$ cat src/pkg/cmp2_ctrl_map.vh
// Register map constants for the second comparator control/status block
// Assumes inclusion by bare name from design files
`ifndef CMP2_CTRL_MAP_VH
`define CMP2_CTRL_MAP_VH
`define CSR_ADDR            4'h0
`define CSR_RESET           32'h0000_0000
`define CSR_RD_MASK_UNUSED  32'h0000_0000
`define F_MODE_LO           18
`define F_MODE_HI           19
`define F_MINUS_LO          20
`define F_MINUS_HI          22
`define F_WINDOW            23
`define F_ROUTE_LO          24
`define F_ROUTE_HI          26
`define F_POL               27
`define F_HYST_LO           28
`define F_HYST_HI           29
`define F_OUT               30
`define F_LOCK              31
`define MINUS_RESERVED      3'h7
`define ROUTE_NONE          3'h0
`define ROUTE_T1_IRQ        3'h1
`define ROUTE_T1_CAP1       3'h2
`define ROUTE_T1_RCLR       3'h3
`define ROUTE_T2_CAP4       3'h4
`define ROUTE_T2_RCLR       3'h5
`define ROUTE_T3_CAP1       3'h6
`define ROUTE_T3_RCLR       3'h7
`endif

$ cat src/verilog/cmp2_sync.v
// Two-flop synchroniser for the analog comparator result
// Assumes an asynchronous level input and a single system clock
`timescale 1ns/1ps
module cmp2_sync (
    // Clock and reset
    input  wire i_clk,
    input  wire i_resetn,
    // Asynchronous level in, synchronised level out
    input  wire i_async,
    output reg  o_sync
);
    reg meta_q;

    // First flop only feeds the second
    always @(posedge i_clk or negedge i_resetn) begin
        if (!i_resetn) begin
            meta_q <= 1'b0;
            o_sync <= 1'b0;
        end else begin
            meta_q <= i_async;
            o_sync <= meta_q;
        end
    end
endmodule // cmp2_sync

$ cat src/verilog/cmp2_route.v
// Output router: steers the comparator result to one timer input
// Assumes route code from the control register and a registered result
`timescale 1ns/1ps
`include "cmp2_ctrl_map.vh"
module cmp2_route (
    // Clock and reset
    input  wire       i_clk,
    input  wire       i_resetn,
    // Route code and result
    input  wire [2:0] i_route,
    input  wire       i_value,
    // Timer inputs, one hot by route code
    output reg  [6:0] o_timer
);
    integer k;

    // Bit k carries the result when route code is k+1
    always @(posedge i_clk or negedge i_resetn) begin
        if (!i_resetn) begin
            o_timer <= 7'h00;
        end else begin
            for (k = 0; k < 7; k = k + 1) begin
                o_timer[k] <= i_value && (i_route == (k[2:0] + 3'h1));
            end
        end
    end
endmodule // cmp2_route

$ cat src/verilog/cmp2_ctrl.v
// Second comparator control/status register bank on Avalon-MM
// Assumes one clock, analog result level from the comparator macro
`timescale 1ns/1ps
`include "cmp2_ctrl_map.vh"
module cmp2_ctrl (
    // Clock and reset
    input  wire        i_clk,
    input  wire        i_resetn,
    // Avalon-MM slave
    input  wire [3:0]  i_address,
    input  wire        i_read,
    input  wire        i_write,
    input  wire [31:0] i_writedata,
    input  wire [3:0]  i_byteenable,
    output reg  [31:0] o_readdata,
    output reg         o_waitrequest,
    // Analog comparator raw result (non-inverting above inverting)
    input  wire        i_cmp_raw,
    // Analog controls
    output reg  [1:0]  o_power_mode,
    output reg  [3:0]  o_speed_onehot,
    output reg  [2:0]  o_minus_select,
    output reg         o_minus_is_pin,
    output reg         o_window_couple,
    output reg  [1:0]  o_hysteresis,
    output reg         o_locked,
    // Timer inputs
    output wire [6:0]  o_timer_in
);
    // Stored control fields
    reg  [1:0] mode_q;
    reg  [2:0] minus_q;
    reg        win_q;
    reg  [2:0] route_q;
    reg        pol_q;
    reg  [1:0] hyst_q;
    reg        lock_q;
    reg        out_q;
    reg        ack_q;
    wire       cmp_sync;
    wire       hit;
    wire       rd_go;
    wire [31:0] csr_view;

    // One-hot speed decode, used by output stage
    function [3:0] mode_dec;
        input [1:0] m;
        begin
            mode_dec = 4'h1 << m;
        end
    endfunction

    cmp2_sync u_sync (
        .i_clk    (i_clk),
        .i_resetn (i_resetn),
        .i_async  (i_cmp_raw),
        .o_sync   (cmp_sync)
    );

    cmp2_route u_route (
        .i_clk    (i_clk),
        .i_resetn (i_resetn),
        .i_route  (route_q),
        .i_value  (out_q),
        .o_timer  (o_timer_in)
    );

    // Bus decode; answer one cycle after the request
    assign hit   = (i_address == `CSR_ADDR);
    assign rd_go = i_read && !ack_q;

    // Waitrequest drops for the cycle after a request is seen
    always @(posedge i_clk or negedge i_resetn) begin
        if (!i_resetn) begin
            ack_q <= 1'b0;
        end else begin
            ack_q <= (i_read || i_write) && !ack_q;
        end
    end

    always @* begin
        o_waitrequest = !ack_q;
    end

    // Control field writes, gated by lock and byte lanes
    always @(posedge i_clk or negedge i_resetn) begin
        if (!i_resetn) begin
            mode_q  <= 2'h0;
            minus_q <= 3'h0;
            win_q   <= 1'b0;
            route_q <= 3'h0;
            pol_q   <= 1'b0;
            hyst_q  <= 2'h0;
            lock_q  <= 1'b0;
        end else if (i_write && ack_q && hit && !lock_q) begin
            if (i_byteenable[2]) begin
                mode_q  <= i_writedata[`F_MODE_HI:`F_MODE_LO];
                minus_q <= i_writedata[`F_MINUS_HI:`F_MINUS_LO];
                win_q   <= i_writedata[`F_WINDOW];
            end
            if (i_byteenable[3]) begin
                route_q <= i_writedata[`F_ROUTE_HI:`F_ROUTE_LO];
                pol_q   <= i_writedata[`F_POL];
                hyst_q  <= i_writedata[`F_HYST_HI:`F_HYST_LO];
                lock_q  <= i_writedata[`F_LOCK];
            end
        end
    end

    // Polarity-applied, synchronised output state
    always @(posedge i_clk or negedge i_resetn) begin
        if (!i_resetn) begin
            out_q <= 1'b0;
        end else begin
            out_q <= cmp_sync ^ pol_q;
        end
    end

    // Register view; other bits read zero
    assign csr_view = {lock_q, out_q, hyst_q, pol_q, route_q, win_q, minus_q, mode_q,
                       18'h00000};

    // Read data, registered at the answer
    always @(posedge i_clk or negedge i_resetn) begin
        if (!i_resetn) begin
            o_readdata <= 32'h0000_0000;
        end else if (rd_go) begin
            o_readdata <= hit ? csr_view : 32'h0000_0000;
        end
    end

    // Analog control outputs, all registered
    always @(posedge i_clk or negedge i_resetn) begin
        if (!i_resetn) begin
            o_power_mode    <= 2'h0;
            o_speed_onehot  <= 4'h1;
            o_minus_select  <= 3'h0;
            o_minus_is_pin  <= 1'b0;
            o_window_couple <= 1'b0;
            o_hysteresis    <= 2'h0;
            o_locked        <= 1'b0;
        end else begin
            o_power_mode    <= mode_q;
            o_speed_onehot  <= mode_dec(mode_q);
            o_minus_select  <= (minus_q == `MINUS_RESERVED) ? 3'h0 : minus_q;
            o_minus_is_pin  <= minus_q[2] && (minus_q != `MINUS_RESERVED);
            o_window_couple <= win_q;
            o_hysteresis    <= hyst_q;
            o_locked        <= lock_q;
        end
    end
endmodule // cmp2_ctrl

$ cat config.mk
export PLATFORM = sky130hd
export DESIGN_NAME = cmp2_ctrl
export DESIGN_NICKNAME = d
export VERILOG_FILES = /design/src/verilog/cmp2_sync.v /design/src/verilog/cmp2_route.v /design/src/verilog/cmp2_ctrl.v
export VERILOG_INCLUDE_DIRS = /design/src /design/src/pkg
export SDC_FILE = /design/constraint.sdc
export NUM_CORES = 1
export LEC_CHECK = 0
export BUFFER_PORTS_ARGS = -buffer_cell sky130_fd_sc_hd__buf_2
export CAP_MARGIN = 40
export CORE_MARGIN = 4
export CORE_UTILIZATION = 45
export DETAILED_ROUTE_END_ITERATION = 12
export PLACE_DENSITY = 0.84
export SYNTH_ARGS = -nofsm -noshare
export SYNTH_HDL_FRONTEND = slang
export SYNTH_SLANG_ARGS = --single-unit
$ cat constraint.sdc
create_clock -name i_clk -period 1.7 [get_ports i_clk]
set_clock_uncertainty 0.05 [all_clocks]
set_input_delay 0.17 -clock i_clk [delete_from_list [all_inputs] [get_ports i_clk]]
set_output_delay 0.17 -clock i_clk [all_outputs]
set_load 0.03 [all_outputs]
**Yosys cells after proc, flatten, opt, wreduce, memory -nomap -nowiden**

Index checks and enable logic that the tools add are counted.

- Bits in registers: 70
- Latch bits: 0
- Memory bits (writable): 0
- ROM bits: 0
- Input bits: 45
- Output and inout bits: 54
- Word-level logic and storage cells: 52
- Memories kept: 0

- $add $sub $neg: 0
- $mul: 0
- Divide/modulo/power cells: 0
- Magnitude comparators: 0
- Equality and inequality tests: 9
- Shift-type cells: 1
- Multiplexer cells: 2
- Bitwise operators: 1
- Reductions and logical operators: 19

Operator list:

| operator | number |
|---|---|
| $mux 32 | 1 |
| $eq 3x3->1 const B | 5 |
| $logic_and 1x1->1 | 13 |
| $eq 3x2->1 const B | 2 |
| $logic_not 4->1 | 1 |
| $reduce_and 2->1 | 2 |
| $shl 1x2->4 const A | 1 |
| $eq 3x1->1 const B | 1 |
| $mux 3 | 1 |
| $ne 3x3->1 const B | 1 |
| $logic_not 1->1 | 2 |
| $logic_or 1x1->1 | 1 |
| $xor 1x1->1 | 1 |

**Logic depth before layout (Yosys ltp)**

Gate-level depths: netlist (run 1).

- Depth after elaboration: 4
- Mapped depth: 5
- Mapped depth without buffers: 3

**By module**

A second synthesis (run 1) with hierarchy kept.

- Cells, all modules: 154
- Area total of the unflattened synthesis: 1965.6 µm²

By module, submodules not included:

| module | times used | cells each | area each (µm²) | seq. area each (µm²) |
|---|---|---|---|---|
| cmp2_ctrl | 1 | 138 | 1660.3 | 1052.3 |
| cmp2_route | 1 | 14 | 255.2 | 175.2 |
| cmp2_sync | 1 | 2 | 50.0 | 50.0 |

**Worst setup path before layout (run 1)**

OpenSTA, ideal clock, no wires.

- Path kind: input port to flip-flop
- From: input port i_address[1]
- To: register minus_q[0]
- Library setup time: 0.125 ns
- Data arrival time: 1.194 ns
- Required time: 1.525 ns
- Setup slack: 0.331 ns
- Cell stages on the path: 4
- Path buffers: 1
- Cells stage by stage: nor4_4 -> and4_1 -> buf_4 -> mux2_2

- Cells in the longest elaborated chain, start to end: 4

RTL lines:

| element | RTL line | source |
|---|---|---|
| start, declared | cmp2_ctrl.v:10 | `input wire [3:0] i_address,` |
| $logic_not 4->1 (no source line) | -- |  |
| $logic_and 1x1->1 (2 in a row) | cmp2_ctrl.v:95 | `end else if (i_write && ack_q && hit && !lock_q) begin` |
| $reduce_and 2->1 (no source line) | -- |  |
| end signal, assigned | cmp2_ctrl.v:98 | `` minus_q <= i_writedata[`F_MINUS_HI:`F_MINUS_LO]; `` |
| end, declared | cmp2_ctrl.v:32 | `reg [2:0] minus_q;` |

Every way passes these cells.
A chain may end at the register's enable or synchronous reset.

**Worst setup path in the final report (run 1)**

- From: register lock_q
- To: register mode_q[1]

- Cells in the longest elaborated chain, start to end: 3

RTL lines:

| element | RTL line | source |
|---|---|---|
| start, declared | cmp2_ctrl.v:37 | `reg lock_q;` |
| start signal, assigned | cmp2_ctrl.v:105 | `` lock_q <= i_writedata[`F_LOCK]; `` |
| $logic_not 1->1 | cmp2_ctrl.v:95 |  |
| $logic_and 1x1->1 | cmp2_ctrl.v:95 |  |
| $reduce_and 2->1 (no source line) | -- |  |
| end signal, assigned | cmp2_ctrl.v:97 | `` mode_q <= i_writedata[`F_MODE_HI:`F_MODE_LO]; `` |
| end, declared | cmp2_ctrl.v:31 | `reg [1:0] mode_q;` |

Every way passes these cells.

==> metrics.csv, run 1 <==
stage,metric,value,unit
clock_tree,post-cts sizing count,0,
grt,largest net degree at the start of global routing,33,
synthesis,Ys Warns,0,
floorplanning,Core ar.,0.00409,mm2
routing,initial DRC count,62,
grt,total gr overflow,0,
synthesis,Syn Inst Count,160,
final_layout,post-route cell area,0.00233,mm2
clock_tree,root buf cell,clkbuf_8,
final_layout,Ant. Diodes,0,
placement,hpwl dp,2570,um
synthesis,post-synthesis sequential element count,51,
timing,Period minus WS final,1.54,ns
pwr,VDD IR-drop max,443,uV
pwr,Leakage,1.27,nW
synthesis,Syn Area/Cell,12.1,um2
synthesis,Synth area leader,dfrtp_1,
clock_tree,"Clk Latency, worst-skew pair",0.30,ns
timing,RSZ-0062 raised after global routing,no,
grt,GRT Total Usage,14.0,%
clock_tree,clk buf depth,2,
routing,number of vias per cell,4.54,
floorplanning,num ports,99,
synthesis,top post-synthesis cells by area,"dfrtp_1 64%, buf_4 8.1%, nand2_1 5.8%, o21ai_0 3.6%, mux2_1 3.5%",
synthesis,Synth Cell Area,0.00194,mm2
floorplanning,Initial Util,47.6,%
timing,f_max,0.651,GHz
final_layout,layout cells sized above 1,34.2,%
placement,placed cells,265,
critical_path,CP bufs+invs,0,
grt,initial antenna violation count,0,
final_layout,footprint of the multi-input gates,552,um2
critical_path,worst path required time,1.83,ns
routing,drc violations,0,
floorplanning,Die Ht,73.7,um
synthesis,Synth cell types,21,
routing,DR vias,1248,
routing,WL per Instance,12.6,um
critical_path,cells along the critical path,nor2b_1 -> and4_1 -> mux2_2,
critical_path,Critical Path Max Stage Delay,0.42,ns
critical_path,CP max-delay cell,dfrtp_1,
routing,antenna-violating nets left,0,
timing,final hold viol count,0,
final_layout,area delta synth->final,20.2,%
clock_tree,clk slew on worst S/H paths,0.08,ns
clock_tree,clock sinks,51,
critical_path,Setup crit start kind,register,
synthesis,Yosys top cell area share,64.4,%
placement,gpl congestion,0.699,
placement,DP Area,0.00223,mm2
final_layout,layout net count,269,
clock_tree,cts hold-fix bufs,2,
clock_tree,cts bufs inserted,5,
final_layout,most frequent cells in the layout,"59 x buf_2, 50 x dfrtp_1, 30 x nand2_1",
clock_tree,post-CTS setup buffers,0,
timing,Setup-failing EPs final,0,
critical_path,CP endpoint kind,register,
outcome,outcome,"finished, final reports clean",
timing,"Slew Viols, Final",0,
timing,Hold WS,0.0167,ns
critical_path,Worst EP arrival,1.67,ns
floorplanning,total die area,0.00543,mm2
min_path,min-delay worst type,in2reg,
synthesis,"EDFF count, synth",0,
synthesis,asr flop ratio synth,100,%
final_layout,Finished Layout Cells,275,
routing,TritonRoute pass-1 iters,4,
routing,Total Wirelength,3460,um
floorplanning,row count,23,
critical_path,worst setup path category,reg2reg,
floorplanning,die width,73.7,um
pwr,Pwr Density,1050,mW/mm2
timing,final worst-path cycle share,90.3,%
final_layout,"commonest non-fill, non-tap cell in the layout",buf_2,
timing,Final TNS setup,0,ns
critical_path,"reg-to-reg slack, setup",0.16,ns
clock_tree,number of H-tree levels,2,
grt,number of global-route vias before repair,1272,
synthesis,register area share after synthesis,65.7,%
clock_tree,CTS tree,done,
synthesis,main flop type after synthesis,dfrtp_1,
critical_path,CP top delay family,simple AND/OR/NAND/NOR gates,
flow_run,max_cap viols,0,
final_layout,Sequential cell area,0.00128,mm2
critical_path,CP max FO,6,
placement,I/O Buffers,59,
final_layout,FILL cells,365,
grt,first-pass GRT wire length,5640,um
-- power by group --
part           leakage, nW  total (mW)  switching [mW]  internal (mW)
combinational        0.540       0.415           0.289          0.126
sequential           0.686        1.39          0.0674           1.32
clock               0.0422       0.653           0.364          0.289
-- sequential cells by signal (all words and copies together), names as in the netlist --
register	cells
ack_q	1
hyst_q	2
lock_q	1
minus_q	3
mode_q	2
o_hysteresis	2
o_locked	1
o_minus_is_pin	1
o_minus_select	2
o_power_mode	2
o_readdata	14
o_speed_onehot	4
o_window_couple	1
out_q	1
pol_q	1
route_q	3
u_route.o_timer	7
u_sync.meta_q	1
u_sync.o_sync	1
win_q	1
-- cells in the mapped netlist (2+ instances only) --
| library cell | number |
|---|---|
| dfrtp_1 | 50 |
| nand2b_1 | 4 |
| clkbuf_1 | 3 |
| nand2_1 | 30 |
| mux2_1 | 6 |
| and4_1 | 2 |
| mux2_2 | 6 |
| buf_4 | 21 |
| a21boi_0 | 3 |
| o21ai_0 | 14 |
| nor2b_1 | 3 |
| nor2_1 | 9 |
-- per-stage QoR --
stage | total power, mW | setup slack [ns] | util (%)
floorplan | 1.71 | 0.331 | -
global placement | 1.82 | 0.0891 | 54.7
detailed placement | 1.83 | 0.0339 | 54.7
CTS | 2.49 | 0.143 | 57.1
global route | 2.58 | 0.0840 | 57.1
finish | 2.46 | 0.164 | 57.1
-- metal layers --
layer	vias to the layer above	wire length [um]	GRT usage, %
met3	5	296	4.51
li1	603	-	-
met2	47	1790	23.7
met1	593	1290	15.7
met4	0	76	6.64
met5	-	0	0
-- area by class of cell --
type | instances | area share, %
Clock buffer | 7 | 3.27
Clock inverter | 1 | 0.214
Inverter | 1 | 0.161
Multi-Input combinational cell | 100 | 23.6
Sequential cell | 51 | 54.7
Tap cell | 50 | 2.68
Timing Repair Buffer | 65 | 15.3
-- final timing paths --
check,startpoint,endpoint,cells past startpoint
hold reg to reg,u_sync.meta_q,u_sync.o_sync,0
min in group asynchronous,i_resetn,o_minus_select[0],2
hold / removal,i_writedata[31],lock_q,2
setup / recovery,lock_q,mode_q[1],3
setup reg to reg,lock_q,mode_q[1],3
max in group asynchronous,i_resetn,o_speed_onehot[1],3
-- worst reg2reg max path, delay by kind of cell, from the launching register on --
kind	cells	cell delay, ns
flops	1	0.42
mux	1	0.38
simple gates	2	0.58
-- logic make-up (layout without fill, tap and decap cells) --
family | count (synthesis) | after routing | synth area share, %
buf+inv | 26 | 74 | 9.14
xor+xnor | 1 | 1 | 0.451
mux | 12 | 12 | 6.95
simple gates | 51 | 51 | 12.4
other cells | 1 | 18 | 0.193
compound gates | 18 | 18 | 5.15
flops | 51 | 51 | 65.7
Power figures use the tool's default switching activity.
==> inputs of run 2 (changes only) <==
--- a/config.mk
+++ b/config.mk
@@ -8,10 +8,11 @@
 export LEC_CHECK = 0
 export BUFFER_PORTS_ARGS = -buffer_cell sky130_fd_sc_hd__buf_2
 export CAP_MARGIN = 40
+export CORE_ASPECT_RATIO = 0.75
 export CORE_MARGIN = 4
 export CORE_UTILIZATION = 45
 export DETAILED_ROUTE_END_ITERATION = 12
-export PLACE_DENSITY = 0.84
+export PLACE_DENSITY = 0.78
 export SYNTH_ARGS = -nofsm -noshare
 export SYNTH_HDL_FRONTEND = slang
 export SYNTH_SLANG_ARGS = --single-unit
==> metrics.csv, run 2 (synthesis results as in run 1) <==
stage,metric,value,unit
critical_path,worst path required time,1.83,ns
timing,Final TNS setup,0,ns
floorplanning,Initial Util,47.3,%
clock_tree,clk slew on worst S/H paths,0.09,ns
placement,I/O Buffers,59,
timing,Period minus WS final,1.50,ns
final_layout,max reg flops,14,
timing,f_max,0.667,GHz
critical_path,CP endpoint kind,register,
critical_path,R2R cell count,3,
placement,hpwl dp,2480,um
clock_tree,clk buf depth,2,
routing,WL per Instance,11.8,um
pwr,total power,2.54,mW
timing,Setup-failing EPs final,0,
critical_path,CP max FO,6,
floorplanning,total die area,0.00544,mm2
final_layout,Sequential cell area,0.00128,mm2
pwr,Leakage,1.28,nW
flow_run,max_cap viols,0,
routing,initial DRC count,47,
grt,initial antenna violation count,0,
timing,final hold viol count,0,
final_layout,Top Registers,"o_readdata x14, u_route.o_timer x7, o_speed_onehot x4",
final_layout,"commonest non-fill, non-tap cell in the layout",buf_2,
clock_tree,root buf cell,clkbuf_8,
critical_path,Worst EP arrival,1.63,ns
min_path,cell count of the worst hold path,2,
final_layout,most frequent cells in the layout,"59 x buf_2, 50 x dfrtp_1, 30 x nand2_1",
final_layout,layout cells sized above 1,35.1,%
clock_tree,clock sinks,51,
grt,GRT Total Usage,13.4,%
floorplanning,row count,20,
grt,first-pass GRT wire length,5530,um
pwr,VDD IR-drop max,514,uV
critical_path,worst setup path category,reg2reg,
outcome,outcome,"finished, final reports clean",
routing,antenna-violating nets left,0,
floorplanning,Die Ht,64.9,um
routing,number of vias per cell,4.35,
placement,gpl congestion,0.687,
routing,Total Wirelength,3300,um
routing,drc violations,0,
routing,TritonRoute pass-1 iters,2,
floorplanning,Core ar.,0.00410,mm2
critical_path,Setup crit start kind,register,
final_layout,layout net count,269,
grt,number of global-route vias before repair,1146,
min_path,min-delay worst type,in2reg,
final_layout,area delta synth->final,21.6,%
routing,DR vias,1219,
pwr,Pwr Density,1080,mW/mm2
clock_tree,number of H-tree levels,2,
clock_tree,cts bufs inserted,5,
final_layout,FILL cells,373,
grt,largest net degree at the start of global routing,35,
timing,RSZ-0062 raised after global routing,no,
timing,"Slew Viols, Final",0,
clock_tree,post-cts sizing count,0,
floorplanning,num ports,99,
grt,total gr overflow,0,
clock_tree,CTS tree,done,
timing,final worst-path cycle share,88.2,%
clock_tree,post-CTS setup buffers,0,
floorplanning,die width,83.9,um
final_layout,Reg with most FFs,o_readdata,
clock_tree,"Clk Latency, worst-skew pair",0.30,ns
final_layout,footprint of the multi-input gates,552,um2
final_layout,Ant. Diodes,0,
## run 2: cell count changes in the layout (fill, tap and decap cells not counted), sizes merged
cell	delta
clkinvlp	+1
clkinv	-1
## run 2: cell type report
| cell class | count | share of cell area [%] |
|---|---|---|
| sequential | 51 | 54.0 |
| multi-input combinational | 100 | 23.3 |
| timing repair buffer | 65 | 15.1 |
| clock buffer | 7 | 4.08 |
| tap | 55 | 2.91 |
| clock inverter | 1 | 0.318 |
| inverter | 1 | 0.159 |
## run 2: final timing paths
check,start,endpoint,slack (ns)
setup / recovery,lock_q,mode_q[0],0.20
hold / removal,i_writedata[31],lock_q,0.02
setup reg to reg,lock_q,mode_q[0],0.20
hold reg to reg,u_sync.meta_q,u_sync.o_sync,0.32
max in group asynchronous,i_resetn,o_speed_onehot[0],0.73
min in group asynchronous,i_resetn,o_speed_onehot[3],0.29
## run 2: through the flow
stage | hold WS [ns] | std cells | setup WS, ns | cell area, um2 | util, %
floorplan | -0.176 | 177 | 0.331 | 2010 | -
CTS | 0.0122 | 280 | 0.194 | 2360 | 57.6
finish | 0.0194 | 280 | 0.201 | 2360 | 57.6
global route | 0.00350 | 280 | 0.101 | 2360 | 57.6
detailed placement | 0.0790 | 270 | 0.0692 | 2240 | 54.6
global placement | 0.0717 | 270 | 0.0950 | 2240 | 54.6
## run 2: worst max-delay path, stage by stage, from the launching register on
cell     delay [ns]
dfrtp_1        0.42
nor2b_1        0.13
and4_1         0.40
mux2_2         0.38
## run 2: report_power, final
part	internal (mW)	total, mW	switching (mW)
combinational	0.126	0.413	0.287
sequential	1.32	1.39	0.0677
clock	0.370	0.738	0.368
total	1.82	2.54	0.723
## run 2: layer usage
layer	GRT usage [%]	routed length (um)	vias up
met1	17.2	1470	560
li1	-	-	606
met5	0	0	-
met3	5.21	284	4
met2	20.1	1510	49
met4	6.02	44	0
## run 2: repair_timing
| item | 4_1_cts | 5_1_grt |
|---|---|---|
| hold buffers | 2 | 0 |
| endpoints found under the setup margin | 0 | 0 |
| endpoints found under the hold margin | 18 | 0 |
